<file path="src/pmsii_params.svh">
// Offsets, bit positions and reset values of the port status input bit image
`ifndef PMSII_PARAMS_SVH
`define PMSII_PARAMS_SVH
`define PMSII_NPORTS    8
`define PMSII_NWORDS    7
`define PMSII_OFS_SYS   7'h00
`define PMSII_OFS_EXT   7'h10
`define PMSII_OFS_SHORT 7'h20
`define PMSII_OFS_SUPP  7'h30
`define PMSII_OFS_MODE  7'h40
`define PMSII_OFS_PDV   7'h50
`define PMSII_OFS_VERR  7'h60
`define PMSII_BIT_WARN  7
`define PMSII_BIT_ERR   10
`define PMSII_BIT_READY 11
`define PMSII_BIT_LE18  8
`define PMSII_BIT_LE11  9
`define PMSII_EVT_LSB   8
`define PMSII_ODD_MASK  16'haaaa
`define PMSII_RST_WORD  16'h0000
`endif

</file>
<file path="src/pmsii_pkg.sv">
// Types shared by the port status input bit image modules
`include "pmsii_params.svh"
package pmsii_pkg;
    typedef logic [15:0] pmsii_word_t;
    typedef logic [`PMSII_NWORDS-1:0][15:0] pmsii_image_t;
    typedef struct packed {
        logic       volt_le11;
        logic       volt_le18;
        logic [7:0] supply_short;
        logic [7:0] line_short;
        logic [7:0] port_aux_input;
        logic [7:0] line_level;
    } pmsii_pins_t;
    typedef struct packed {
        pmsii_pins_t  sync1;
        pmsii_pins_t  sync2;
        pmsii_image_t image;
        pmsii_word_t  rd_data;
        logic         rd_valid;
        logic         wr_ignored;
    } pmsii_main_t;
    typedef struct packed {
        logic       err;
        logic [7:0] supply;
        logic [7:0] evt;
    } pmsii_latch_t;
endpackage

</file>
<file path="src/pmsii_latch_if.sv">
// Carrier between the image builder and its latched flag unit
`timescale 1ns/1ps
`default_nettype none
interface pmsii_latch_if;
    logic       fatal;
    logic [7:0] supply_short;
    logic [7:0] evt_report;
    logic [7:0] evt_clear;
    logic [7:0] evt_read;
    logic       err_held;
    logic [7:0] supply_held;
    logic [7:0] evt_flags;
    modport ctrl (output fatal, supply_short, evt_report, evt_clear, evt_read,
                  input err_held, supply_held, evt_flags);
    modport unit (input fatal, supply_short, evt_report, evt_clear, evt_read,
                  output err_held, supply_held, evt_flags);
endinterface
`default_nettype wire

</file>
<file path="src/pmsii_status_image.sv">
// Port status input bit image read cyclically by the fieldbus master
// Function
// The image is read-only and any write attempt from the master is ignored.
// A minor error sets the warning bit 07 while link-ready stays on.
// The warning bit clears by itself once the minor error condition is gone.
// A moderate or fatal error drops link-ready and sets error bit 0A, held until power is cycled.
// Link-ready bit 0B is on only while the link is up and requests can be served.
// Link-ready is off whenever requests cannot be served correctly.
// Port n reports signal line at bit 2(n-1) and aux input at bit 2(n-1)+1, high reads 1.
// Signal bits are valid only in standard-I/O input mode, aux bits once the mode is set.
// Even short bits follow each port's signal line short, odd bits stay unused.
// A supply rail short bit is latched until power is cycled.
// Bit 38 shows supply at or below 18 V and bit 39 at or below 11 V.
// An event bit sets on a device event and clears on a clear request or a read.
// Mode-running, data-valid and validation-error flags sit in words 40, 50, 60.
// The whole image is refreshed on every cyclic exchange.
`timescale 1ns/1ps
`default_nettype none
`include "pmsii_params.svh"
module pmsii_status_image (
    input  wire logic               clock_i,              // Device clock, 10 MHz
    input  wire logic               rst_b_i,              // Power-up reset, active low
    input  wire logic [7:0]         line_level_i,         // Signal line levels, pins
    input  wire logic [7:0]         port_aux_input_i,     // Aux input levels, pins
    input  wire logic [7:0]         line_short_i,         // Signal line short, pins
    input  wire logic [7:0]         supply_short_i,       // Supply short trip, pins
    input  wire logic               volt_le18_i,          // Supply at or below 18 V
    input  wire logic               volt_le11_i,          // Supply at or below 11 V
    input  wire logic               minor_error_i,        // Minor error present
    input  wire logic               fatal_error_i,        // Moderate or fatal error
    input  wire logic               link_established_i,   // Data link up
    input  wire logic               can_serve_i,          // Requests can be served
    input  wire logic [7:0]         mode_configured_i,    // Port mode set
    input  wire logic [7:0]         standard_io_mode_i,   // Port in standard-I/O input
    input  wire logic [7:0]         link_mode_running_i,  // Sensor link mode running
    input  wire logic [7:0]         pd_valid_i,           // Process data valid
    input  wire logic [7:0]         valid_error_i,        // Validation error
    input  wire logic [7:0]         evt_report_i,         // Event reported, pulse
    input  wire logic [7:0]         evt_clear_req_i,      // Clear from output_bit_image
    input  wire logic [7:0]         evt_read_i,           // Event was read, pulse
    input  wire logic               cyc_refresh_i,        // Cyclic exchange strobe
    input  wire logic               rd_en_i,              // Read strobe
    input  wire logic [6:0]         rd_addr_i,            // Bit address of word
    output var  pmsii_pkg::pmsii_word_t rd_data_o,        // Read word
    output logic                    rd_valid_o,           // Read answer strobe
    input  wire logic               wr_en_i,              // Write attempt
    input  wire logic [6:0]         wr_addr_i,            // Write bit address
    input  wire logic [15:0]        wr_data_i,            // Write data, discarded
    output logic                    wr_ignored_o          // Write refused strobe
);
    import pmsii_pkg::*;

    pmsii_main_t   st_r;
    pmsii_main_t   st_nxt;
    pmsii_latch_if lif ();
    logic          ready_now;
    pmsii_pins_t   s;

    // Word lookup; only 16-bit aligned addresses inside the map return image data, others read zero
    function automatic pmsii_word_t read_word(input pmsii_image_t img,
                                              input logic [6:0] addr);
        pmsii_word_t w;
        w = `PMSII_RST_WORD;
        if (addr[3:0] == 4'h0 && addr[6:4] < 3'(`PMSII_NWORDS))
        begin
            w = img[addr[6:4]];
        end
        return w;
    endfunction

    pmsii_latch_unit pmsii_latch_unit_i (
        .clock_i (clock_i),
        .rst_b_i (rst_b_i),
        .lif     (lif)
    );

    assign s = st_r.sync2;
    assign lif.fatal        = fatal_error_i;
    assign lif.supply_short = s.supply_short;
    assign lif.evt_report   = evt_report_i;
    assign lif.evt_clear    = evt_clear_req_i;
    assign lif.evt_read     = evt_read_i;

    // Fatal input also gates directly so ready drops in the same cycle
    assign ready_now = link_established_i & can_serve_i
                     & ~fatal_error_i & ~lif.err_held;

    always_comb
    begin
        st_nxt = st_r;
        st_nxt.sync1 = {volt_le11_i, volt_le18_i, supply_short_i, line_short_i,
                        port_aux_input_i, line_level_i};
        st_nxt.sync2 = st_r.sync1;
        if (cyc_refresh_i)
        begin
            st_nxt.image[0] = `PMSII_RST_WORD;
            st_nxt.image[0][`PMSII_BIT_WARN]  = minor_error_i;
            st_nxt.image[0][`PMSII_BIT_ERR]   = lif.err_held | fatal_error_i;
            st_nxt.image[0][`PMSII_BIT_READY] = ready_now;
            for (int n = 0; n < `PMSII_NPORTS; n++)
            begin
                st_nxt.image[1][2*n]   = s.line_level[n] & standard_io_mode_i[n];
                st_nxt.image[1][2*n+1] = s.port_aux_input[n] & mode_configured_i[n];
                st_nxt.image[2][2*n]   = s.line_short[n];
                st_nxt.image[2][2*n+1] = 1'b0;
            end
            st_nxt.image[3] = `PMSII_RST_WORD;
            st_nxt.image[3][7:0] = lif.supply_held | s.supply_short;
            st_nxt.image[3][`PMSII_BIT_LE18] = s.volt_le18;
            st_nxt.image[3][`PMSII_BIT_LE11] = s.volt_le11;
            st_nxt.image[4] = {lif.evt_flags, link_mode_running_i};
            st_nxt.image[5] = {8'h00, pd_valid_i};
            st_nxt.image[6] = {8'h00, valid_error_i};
        end
        st_nxt.rd_valid = rd_en_i;
        if (rd_en_i)
        begin
            st_nxt.rd_data = read_word(st_r.image, rd_addr_i);
        end
        // Writes reach no storage; they are only acknowledged as refused
        st_nxt.wr_ignored = wr_en_i;
    end

    always_ff @(posedge clock_i or negedge rst_b_i)
    begin
        if (!rst_b_i)
        begin
            st_r <= '0;
        end
        else
        begin
            st_r <= st_nxt;
        end
    end

    assign rd_data_o    = st_r.rd_data;
    assign rd_valid_o   = st_r.rd_valid;
    assign wr_ignored_o = st_r.wr_ignored;
endmodule // pmsii_status_image
`default_nettype wire

</file>
<file path="src/pmsii_latch_unit.sv">
// Sticky flags: error latch, supply short latches, per-port event flags
`timescale 1ns/1ps
`default_nettype none
module pmsii_latch_unit (
    input  wire logic        clock_i,  // Device clock
    input  wire logic        rst_b_i,  // Power-up reset, active low
    pmsii_latch_if.unit      lif       // Flag requests and held flags
);
    import pmsii_pkg::*;

    pmsii_latch_t st_r;
    pmsii_latch_t st_nxt;

    always_comb
    begin
        st_nxt = st_r;
        // Only a power cycle clears the error and supply latches
        if (lif.fatal)
        begin
            st_nxt.err = 1'b1;
        end
        st_nxt.supply = st_r.supply | lif.supply_short;
        // Set wins over clear so an event in the clearing cycle survives
        st_nxt.evt = (st_r.evt & ~(lif.evt_clear | lif.evt_read))
                   | lif.evt_report;
    end

    always_ff @(posedge clock_i or negedge rst_b_i)
    begin
        if (!rst_b_i)
        begin
            st_r <= '0;
        end
        else
        begin
            st_r <= st_nxt;
        end
    end

    assign lif.err_held    = st_r.err;
    assign lif.supply_held = st_r.supply;
    assign lif.evt_flags   = st_r.evt;
endmodule // pmsii_latch_unit
`default_nettype wire

</file>
<file path="config.mk">
export PLATFORM = sky130hd
export DESIGN_NAME = pmsii_status_image
export DESIGN_NICKNAME = d
export VERILOG_FILES = /design/src/pmsii_pkg.sv /design/src/pmsii_latch_if.sv /design/src/pmsii_status_image.sv /design/src/pmsii_latch_unit.sv
export VERILOG_INCLUDE_DIRS = /design/src
export SDC_FILE = /design/constraint.sdc
export NUM_CORES = 1
export LEC_CHECK = 0
export BUFFER_PORTS_ARGS = -buffer_cell sky130_fd_sc_hd__buf_2
export CORE_AREA = 4 4 150 94
export CTS_CLUSTER_SIZE = 10
export DETAILED_ROUTE_END_ITERATION = 16
export DIE_AREA = 0 0 154 98
export PLACE_DENSITY = 0.74
export SYNTH_ARGS = -nofsm -noshare
export SYNTH_HDL_FRONTEND = slang
export SYNTH_SLANG_ARGS = --single-unit
export TNS_END_PERCENT = 50
</file>
<file path="constraint.sdc">
create_clock -name clock_i -period 1.71 [get_ports clock_i]
set_input_delay 0 -clock clock_i [delete_from_list [all_inputs] [get_ports clock_i]]
set_output_delay 0 -clock clock_i [all_outputs]
set_load 0.005 [all_outputs]
</file>
==> impl_metrics.ini, run 1 <==
[finish]
areaGrowthSynthToFinish_pct = 38.3
antennaDiodeCount = 0
instances_no_fill = 835
final_cell_mix = dfrtp_1, buf_2, dlygate4sd3_1, mux2_2, o21ai_0
fin_area_um2 = 8540
drive_gt1_frac = 0.365
final_common_cell = dfrtp_1
fillers = 869
fin_nets = 789
ff_latch_area_um2 = 4300
post-route-util = 0.673
multi_input_area_um2 = 1590

[global_routing]
grt_pass1_vias = 4487
grt_overflow = 0
grt_pass1_wl_um = 23200
track_usage = 0.199
grt_max_degree = 55
antenna_found_initial = 0

[cts]
post_cts_buffers = 0
clock_latency_ns = 0.42
cts_resized = 0
postCtsHoldBufs = 98
root_buffer = clkbuf_16
clk_pin_slew_ns = 0.06
cts_made_buffers = 17
clock_path_buffers = 2
cts_tree = yes
clock_sinks = 172
cts_max_level = 4

[routing]
routed_wl_um = 14300
wl_per_cell_um = 17.1
route.antenna.remaining_nets = 0
drc_errors = 0
drt_iter0_markers = 237
vias = 4150
viasPerCell = 4.97
first_pass_iters = 5

[sta]
hold_violations = 0
min_period_over_period = 0.900
fin_crit_ns = 1.54
fmax_mhz = 650
worst_slew_margin_rel = 0.610
worst_slew_pin_slew_ns = 0.578
setup_viol = 0
rsz0062_at_grt = no
finClkSkew_ns = 0.0122
slew_viol_final = 0
fin_ws_ns = 0.171
final.setup.tns_ns = 0

[critical_path]
cpMaxStageDelayCell = dlygate4sd3_1
path_buf_inv = 3
cp_data_required_time_ns = 2.06
cp.arrival_ns = 1.89
critPathTopFamily = compound AO/OA/AOI/OAI gates
slowest_delay_ns = 0.51
path_max_fanout = 8
worstSetupPathType = input port to flip-flop
crit_chain = dlygate4sd3_1 > buf_2 > inv_2 > or4_4 > a311oi_4 > a32o_1
endpoint_kind = flip-flop
cp-start-kind = input port

[power_and_ir_drop]
p_per_area_nw_per_um2 = 1020
p_leak_nw = 3.89
ir_drop_mv = 0.718

[logic_synthesis]
syn_inst = 426
avgSynthCellArea_um2 = 14.5
yosys.area.top_type_share = 0.697
synth_cell_type_count = 33
syn_area_um2 = 6180
synth.largest_area_cell = dfrtp_1
synth_seq_cells = 172
yosys_warnings = 0
synth_area_leaders = dfrtp_1, mux2_2, mux2i_1
synth_nets = 563
ys_seq_area_frac = 0.697

[run_status]
status = completed

[floorplan]
boundaryPins = 155
initial_core_util = 0.487
die_area_um2 = 15100
die-height_um = 98
coreArea_um2 = 12700
fp.dieW_um = 154
rows = 32

[hold_path]
min_path_type = input port to flip-flop

[job]
maxCapViolCount = 0

[placement]
gp_congestion = 0.777
post-place-ws_ns = 0.255
dp_hpwl_um = 9000
placed_area_um2 = 7020
dp.cells = 705
placement.io_buffers = 131
tightest hold or removal path, delay by kind of cell:
| family | cells | cell delay (ns) |
|---|---|---|
| buffers and inverters | 1 | 0.19 |
| AOI/OAI and AO/OA | 2 | 0.25 |
synth_stat cells (all sizes together):
cell type  count
dfrtp        172
mux2          55
buf           27
o21ai         22
inv           19
nand3         16
mux2i         12
nor2          12
o2bb2ai       11
a22oi         10
clkbuf        10
nand2          9
a21o           8
or2            8
a32o           5
o211ai         5
a221o          4
nor2b          4
a22o           3
a21oi          2
a2bb2oi        2
o22ai          2
or3            2
a311o          1
a311oi         1
a31oi          1
nand2b         1
nand4          1
or4            1
flip-flops by register name, indices dropped and copies added, names as in the netlist, 8 cells and up:
register	flops
lif.supply_short	8
st_nxt	34
s	26
pmsii_latch_unit_i.lif.supply_held	8
pmsii_latch_unit_i.lif.evt_flags	8
rd_data_o	16
st_r	69
through the flow:
step | total power [mW] | hold slack (ns)
after floorplan | 4.77 | -0.296
after global placement | 5.11 | -0.0150
after detailed placement | 5.14 | -0.00998
after CTS | 8.83 | 0.0487
after global routing | 9.12 | 0.0865
final | 8.75 | 0.0730
metal layers:
layer,routed length [µm],vias to the layer above,share of wire,GRT usage
li1,-,1927,-,-
met1,6070,2040,0.42,0.264
met2,7070,159,0.49,0.323
met3,911,24,0.064,0.0438
met4,260,0,0.018,0.0767
met5,0,-,0,0
cell families after synthesis:
| family | count (synthesis) | share of synthesized area |
|---|---|---|
| compound gates | 77 | 0.0936 |
| mux | 67 | 0.120 |
| flops | 172 | 0.697 |
| simple gates | 54 | 0.0438 |
| buf+inv | 56 | 0.0462 |
path summary, 6_finish.rpt:
path,slack [ns],start,cells past startpoint,end
setup reg to reg,0.31,pmsii_latch_unit_i.lif.err_held$_DFFE_PN0P_,4,st_r[29]$_DFFE_PN0P_
hold reg to reg,0.34,st_nxt[143]$_DFF_PN0_,0,s[13]$_DFF_PN0_
hold / removal,0.07,rd_addr_i[6],3,rd_data_o[5]$_DFFE_PN0P_
setup / recovery,0.17,rd_en_i,6,rd_data_o[6]$_DFFE_PN0P_
max in group asynchronous,0.96,rst_b_i,3,st_r[71]$_DFFE_PN0P_
min in group asynchronous,0.11,rst_b_i,2,st_r[83]$_DFFE_PN0P_
power breakdown:
group | total [mW] | internal, mW | switching (mW)
clock network | 3.51 | 1.95 | 1.56
registers | 4.42 | 4.30 | 0.112
logic | 0.828 | 0.468 | 0.360
layout make-up:
class,count,area share
clock buffer,20,0.0535
tap,170,0.0249
multi-input combinational,198,0.186
clock inverter,12,0.0104
timing repair buffer,244,0.213
sequential,172,0.504
inverter,19,0.00835
(Power assumes the default switching activity.)
==> run 2: changes to the inputs <==
--- a/config.mk
+++ b/config.mk
@@ -7,11 +7,11 @@
 export NUM_CORES = 1
 export LEC_CHECK = 0
 export BUFFER_PORTS_ARGS = -buffer_cell sky130_fd_sc_hd__buf_2
-export CORE_AREA = 4 4 150 94
+export CORE_AREA = 2 2 164 102
 export CTS_CLUSTER_SIZE = 10
 export DETAILED_ROUTE_END_ITERATION = 16
-export DIE_AREA = 0 0 154 98
-export PLACE_DENSITY = 0.74
+export DIE_AREA = 0 0 166 104
+export PLACE_DENSITY = 0.62
 export SYNTH_ARGS = -nofsm -noshare
 export SYNTH_HDL_FRONTEND = slang
 export SYNTH_SLANG_ARGS = --single-unit
==> run 2 against run 1 <==
Non-clock buffer count fell by 2; largest power group unchanged; worst hold slack lost 0.0090 ns; register-to-register slack gained 0.05 ns; die area is 14% higher; routed wire length down 4.2%; utilization decreased by 12 points; final cell count up 4.4%; power grew 7.5%; clock-buffer cell count down 1; via count is 2.8% lower.
==> impl_metrics.ini, run 2 (synthesis results as in run 1) <==
[critical_path]
cpMaxStageDelayCell = dlygate4sd3_1
crit_chain = dlygate4sd3_1 > buf_2 > inv_2 > or4_4 > a311oi_4 > a32o_1
worstSetupPathType = input port to flip-flop
r2r_start = pmsii_latch_unit_i.lif.err_held$_DFFE_PN0P_
endpoint_kind = flip-flop
path_max_fanout = 8
cp_data_required_time_ns = 2.06
cp.arrival_ns = 1.85
cp-start-kind = input port
crit_path_start = rd_en_i
path_buf_inv = 3
critPathTopFamily = compound AO/OA/AOI/OAI gates
slowest_delay_ns = 0.52

[run_status]
status = completed

[placement]
placed_area_um2 = 7040
gp_congestion = 0.786
dp_hpwl_um = 9040
placement.io_buffers = 131

[finish]
drive_gt1_frac = 0.365
antennaDiodeCount = 0
fillers = 1318
ff_latch_area_um2 = 4300
final_common_cell = dfrtp_1
final_cell_mix = dfrtp_1, buf_2, dlygate4sd3_1, mux2_2, o21ai_0
regMostFlops = st_r
fin_nets = 787
fin_area_um2 = 8670
largest_reg_flops = 69
multi_input_area_um2 = 1590
areaGrowthSynthToFinish_pct = 40.3

[job]
maxCapViolCount = 0

[power_and_ir_drop]
p_per_area_nw_per_um2 = 1090
p_sw_mw = 2.09
clkPwrFrac = 0.445
p_int_mw = 7.33
p_leak_nw = 3.92
ir_drop_mv = 0.623
pwr-share-comb = 0.086
seqPwrFrac = 0.469
switching_share = 0.222

[sta]
hold_ws_ns = 0.0640
slew_viol_final = 0
worst_slew_margin_rel = 0.483
rsz0062_at_grt = no
fmax_mhz = 666
final.setup.tns_ns = 0
setup_viol = 0
finClkSkew_ns = 0.00770
hold_violations = 0
worst_slew_pin_slew_ns = 0.773
min_period_over_period = 0.878
fin_crit_ns = 1.50

[cts]
clk_pin_slew_ns = 0.06
cts_tree = yes
cts_resized = 0
cts_max_level = 4
post_cts_buffers = 0
cts_made_buffers = 17
clock_path_buffers = 2
root_buffer = clkbuf_16
clock_sinks = 172
clock_latency_ns = 0.42

[global_routing]
grt_overflow = 0
grt_max_degree = 52
grt_pass1_vias = 4300
track_usage = 0.171
antenna_found_initial = 0
grt_pass1_wl_um = 23000

[floorplan]
die-height_um = 104
boundaryPins = 155
fp.dieW_um = 166
coreArea_um2 = 15800
initial_core_util = 0.391
rows = 36
die_area_um2 = 17300

[routing]
viasPerCell = 4.63
wl_per_cell_um = 15.7
routed_wl_um = 13700
vias = 4033
drt_iter0_markers = 202
drc_errors = 0
route.antenna.remaining_nets = 0
first_pass_iters = 4

[hold_path]
min_path_type = input port to async pin
-- run 2: cell count changes in the layout (fill, tap and decap cells not counted) --
| cell | change |
|---|---|
| clkinv_2 | -3 |
| clkbuf_1 | -1 |
| buf_4 | -1 |
| inv_8 | +1 |
| buf_12 | -1 |
| clkinv_4 | -4 |
| bufinv_16 | +4 |
| inv_6 | +3 |
-- run 2: final cells by class --
| class | count | area share |
|---|---|---|
| clock inverters | 13 | 0.0227 |
| repair buffers | 242 | 0.207 |
| well taps | 209 | 0.0302 |
| clock buffers | 19 | 0.0523 |
| inverters | 19 | 0.00823 |
| multi-input cells | 198 | 0.183 |
| flip-flops and latches | 172 | 0.497 |
-- run 2: stage by stage --
stage / total power [mW] / util / instances / setup slack [ns]
final: 9.41 / 0.548 / 872 / 0.208
after global routing: 9.82 / 0.548 / 872 / 0.144
after detailed placement: 5.13 / 0.445 / 742 / 0.158
after floorplan: 4.77 / - / 426 / 0.468
after global placement: 5.11 / 0.445 / 742 / 0.278
after CTS: 9.50 / 0.548 / 872 / 0.213
-- run 2: worst reg2reg max path, stage by stage, from the launching register on --
cell	delay [ns]
dfrtp_1	0.37
nor2_1	0.17
nand4_1	0.11
dlygate4sd3_1	0.56
o21ai_0	0.07
-- run 2: path summary, 6_finish.rpt --
path                                              to  slack (ns)  cells after the start
max                         rd_data_o[7]$_DFFE_PN0P_        0.21                      6
min                             st_r[99]$_DFFE_PN0P_        0.06                      2
max reg2reg                     st_r[29]$_DFFE_PN0P_        0.36                      4
min reg2reg                          s[32]$_DFF_PN0_        0.35                      0
max in group asynchronous       st_r[47]$_DFFE_PN0P_        1.00                      3
min in group clock_i       rd_data_o[15]$_DFFE_PN0P_        0.08                      4
-- run 2: power by group through the flow --
| stage | Sequential (mW) | Clock, mW | Combinational, mW |
|---|---|---|---|
| 3_5_place_dp | 4.49 | 0 | 0.642 |
| 5_1_grt | 4.44 | 4.48 | 0.902 |
| 2_1_floorplan | 4.45 | 0 | 0.324 |
| 6_report | 4.42 | 4.19 | 0.812 |
| 3_3_place_gp | 4.48 | 0 | 0.629 |
| 4_1_cts | 4.42 | 4.27 | 0.822 |
-- run 2: what timing repair did --
action	4_1_cts	5_1_grt
hold endpoints to repair	263	0
hold buffers	98	0
setup endpoints to repair	0	0
-- run 2: routing by layer --
layer | track usage | routed length (µm) | part of all wire
met3 | 0.0361 | 640 | 0.047
met4 | 0.0565 | 161 | 0.012
met2 | 0.262 | 6240 | 0.45
met5 | 0 | 0 | 0
met1 | 0.243 | 6670 | 0.49
==> run 3: changes to the inputs <==
--- a/config.mk
+++ b/config.mk
@@ -6,13 +6,14 @@
 export SDC_FILE = /design/constraint.sdc
 export NUM_CORES = 1
 export LEC_CHECK = 0
-export BUFFER_PORTS_ARGS = -buffer_cell sky130_fd_sc_hd__buf_2
 export CORE_AREA = 2 2 164 102
 export CTS_CLUSTER_SIZE = 10
 export DETAILED_ROUTE_END_ITERATION = 16
 export DIE_AREA = 0 0 166 104
-export PLACE_DENSITY = 0.62
+export DONT_BUFFER_PORTS = 1
+export PLACE_DENSITY = 0.54
 export SYNTH_ARGS = -nofsm -noshare
 export SYNTH_HDL_FRONTEND = slang
+export SYNTH_HIERARCHICAL = 1
 export SYNTH_SLANG_ARGS = --single-unit
 export TNS_END_PERCENT = 50
==> run 3 against run 2 <==
The flow now finishes with violations (negative hold slack); clock-buffer cell count fell by 2; utilization decreased by 4.2 points; synthesized area rose by 0.57%; critical path type unchanged; highest routed layer unchanged.
==> impl_metrics.ini, run 3 <==
[run_status]
status = finished, violations left
violations = negative hold slack

[critical_path]
cpMostUsedCell = dlygate4sd3_1
rrSetupSlack_ns = 0.14
r2r-end = rd_data_o[14]$_DFFE_PN0P_
path_max_fanout = 14
cpMaxStageDelayCell = dlygate4sd3_1
slowest_delay_ns = 0.99
cp_data_required_time_ns = 1.98
cp-start-kind = input port
worstSetupPathType = input port to flip-flop
r2r_start = st_r[96]$_DFFE_PN0P_
endpoint_kind = flip-flop
reg2reg_depth = 4
cp.arrival_ns = 1.90
crit_chain = dlygate4sd3_1 > a2bb2oi_1 > dlygate4sd3_1 > o22ai_1

[logic_synthesis]
synth_edf_count = 0
ys_seq_area_frac = 0.693
syn_area_um2 = 6210
synth_nets = 594
synth.largest_area_cell = dfrtp_1
yosys.cell_count.top_type = dfrtp_1
yosys.area_share.simple = 0.0526
avgSynthCellArea_um2 = 13.6
ys_top_cells_by_count = dfrtp_1, mux2_2, inv_1
synth-async-reset-ratio = 1.00
yosys.area.top_type_share = 0.693
synth_compound_area_frac = 0.0912
synth-main-ff-cell = dfrtp_1
yosys_warnings = 6
synth_area_leaders = dfrtp_1, mux2_2, mux2i_1
synth_cell_type_count = 30
synth_top_family_by_area = multiplexers
syn_inst = 457
synth_xor_xnor_area_share = 0
synthAdderAreaFrac = 0
synth_mux_area_frac = 0.110
synth_seq_cells = 172

[finish]
fin_nets = 689
instances_no_fill = 774
final_cell_mix = dfrtp_1, dlygate4sd3_1, mux2_2, inv_1, nor2_1
largest_reg_flops = 69
antennaDiodeCount = 0
final_common_cell = dfrtp_1
regMostFlops = st_r
drive_gt1_frac = 0.145
areaGrowthSynthToFinish_pct = 28.9

[routing]
first_pass_iters = 4
wl_per_cell_um = 18.2
routed_wl_um = 14100
viasPerCell = 4.84
route.antenna.remaining_nets = 0
vias = 3744
drc_errors = 0
drt_iter0_markers = 298

[sta]
fin_crit_ns = 1.63
final.setup.tns_ns = 0
min_period_over_period = 0.952
hold_violations = 172
worst_slew_pin_slew_ns = 0.831
finClkSkew_ns = 0.0114
fmax_mhz = 614
rsz0062_at_grt = no
hold_ws_ns = -0.730
worst_slew_margin_rel = 0.444
slew_viol_final = 0
setup_viol = 0

[global_routing]
grt_pass1_wl_um = 23000
grt_pass1_vias = 4112
grt_overflow = 0
grt_max_degree = 173
track_usage = 0.174
antenna_found_initial = 0

[hold_path]
min_path_type = input port to async pin

[power_and_ir_drop]
p_per_area_nw_per_um2 = 1100
ir_drop_mv = 0.505
p_leak_nw = 3.35

[cts]
post_cts_buffers = 0
clock_latency_ns = 0.42
clock_path_buffers = 2
cts_made_buffers = 17
cts_max_level = 4
cts_resized = 0
postCtsHoldBufs = 112
cts_tree = yes
clock_sinks = 172
root_buffer = clkbuf_16
clk_pin_slew_ns = 0.07

[floorplan]
coreArea_um2 = 15800
rows = 36
initial_core_util = 0.393
fp.dieW_um = 166
die_area_um2 = 17300
die-height_um = 104
boundaryPins = 155

[job]
maxCapViolCount = 0

[placement]
gp_congestion = 0.701
dp.cells = 630
dp_hpwl_um = 8230
placement.io_buffers = 0
==> run 3: cell count changes after synthesis, moves of 9 or more <==
| cell | previous run | this run |
|---|---|---|
| o22ai_1 | 2 | 11 |
| or2_1 | 0 | 9 |
| nor2_1 | 12 | 32 |
| a21oi_1 | 2 | 13 |
| inv_1 | 18 | 33 |
==> run 3: critical path, delay by kind of cell <==
kind,cells,cell delay (ns)
buf+inv,2,1.56
compound gates,2,0.33
==> run 3: per-layer routing <==
layer / global-route usage / vias to the layer above / share of wire
met5: 0 / - / 0
met4: 0.0385 / 0 / 0.0052
met3: 0.0620 / 9 / 0.076
met2: 0.244 / 120 / 0.43
met1: 0.259 / 1873 / 0.49
li1: - / 1742 / -
==> run 3: worst max-delay path by stage <==
stage	from	depth (start not counted)	endpoint	slack, ns
finish	rd_addr_i[4]	4	rd_data_o[14]$_DFFE_PN0P_	0.08
global route	st_r[96]$_DFFE_PN0P_	4	rd_data_o[14]$_DFFE_PN0P_	0.04
CTS	rd_addr_i[4]	4	rd_data_o[14]$_DFFE_PN0P_	0.14
detailed placement	rd_addr_i[0]	4	rd_data_o[4]$_DFFE_PN0P_	0.19
global placement	rd_addr_i[0]	4	rd_data_o[0]$_DFFE_PN0P_	0.21
floorplan	rd_addr_i[0]	5	rd_data_o[6]$_DFFE_PN0P_	0.37
==> run 3: power by group <==
part           internal, mW  switching [mW]
Sequential             4.30           0.120
Combinational         0.365           0.214
Clock                  1.97            1.80
Total                  6.64            2.14
==> run 3: cells by family after synthesis <==
logic type / Yosys count
buffers and inverters: 70
AO/OA/AOI/OAI: 85
AND/OR/NAND/NOR: 68
flip-flops: 172
multiplexers: 62
==> run 3: final cells by class <==
cell class,instances,area [µm²]
fillers,1355,7800
repair buffers,113,1150
well taps,209,262
clock inverters,15,173
flip-flops and latches,172,4300
inverters,33,124
clock buffers,17,425
multi-input cells,215,1570
==> run 3: stage by stage <==
stage,power (mW),cell area (µm²),hold slack (ns),util,setup WS [ns]
3_5_place_dp,4.82,6270,-0.291,0.397,0.190
2_1_floorplan,4.78,6210,-0.296,-,0.369
6_report,8.77,8010,-0.730,0.506,0.0813
4_1_cts,8.87,8010,-0.748,0.506,0.144
5_1_grt,9.18,8010,-0.760,0.506,0.0403
3_3_place_gp,4.80,6270,-0.291,0.397,0.211
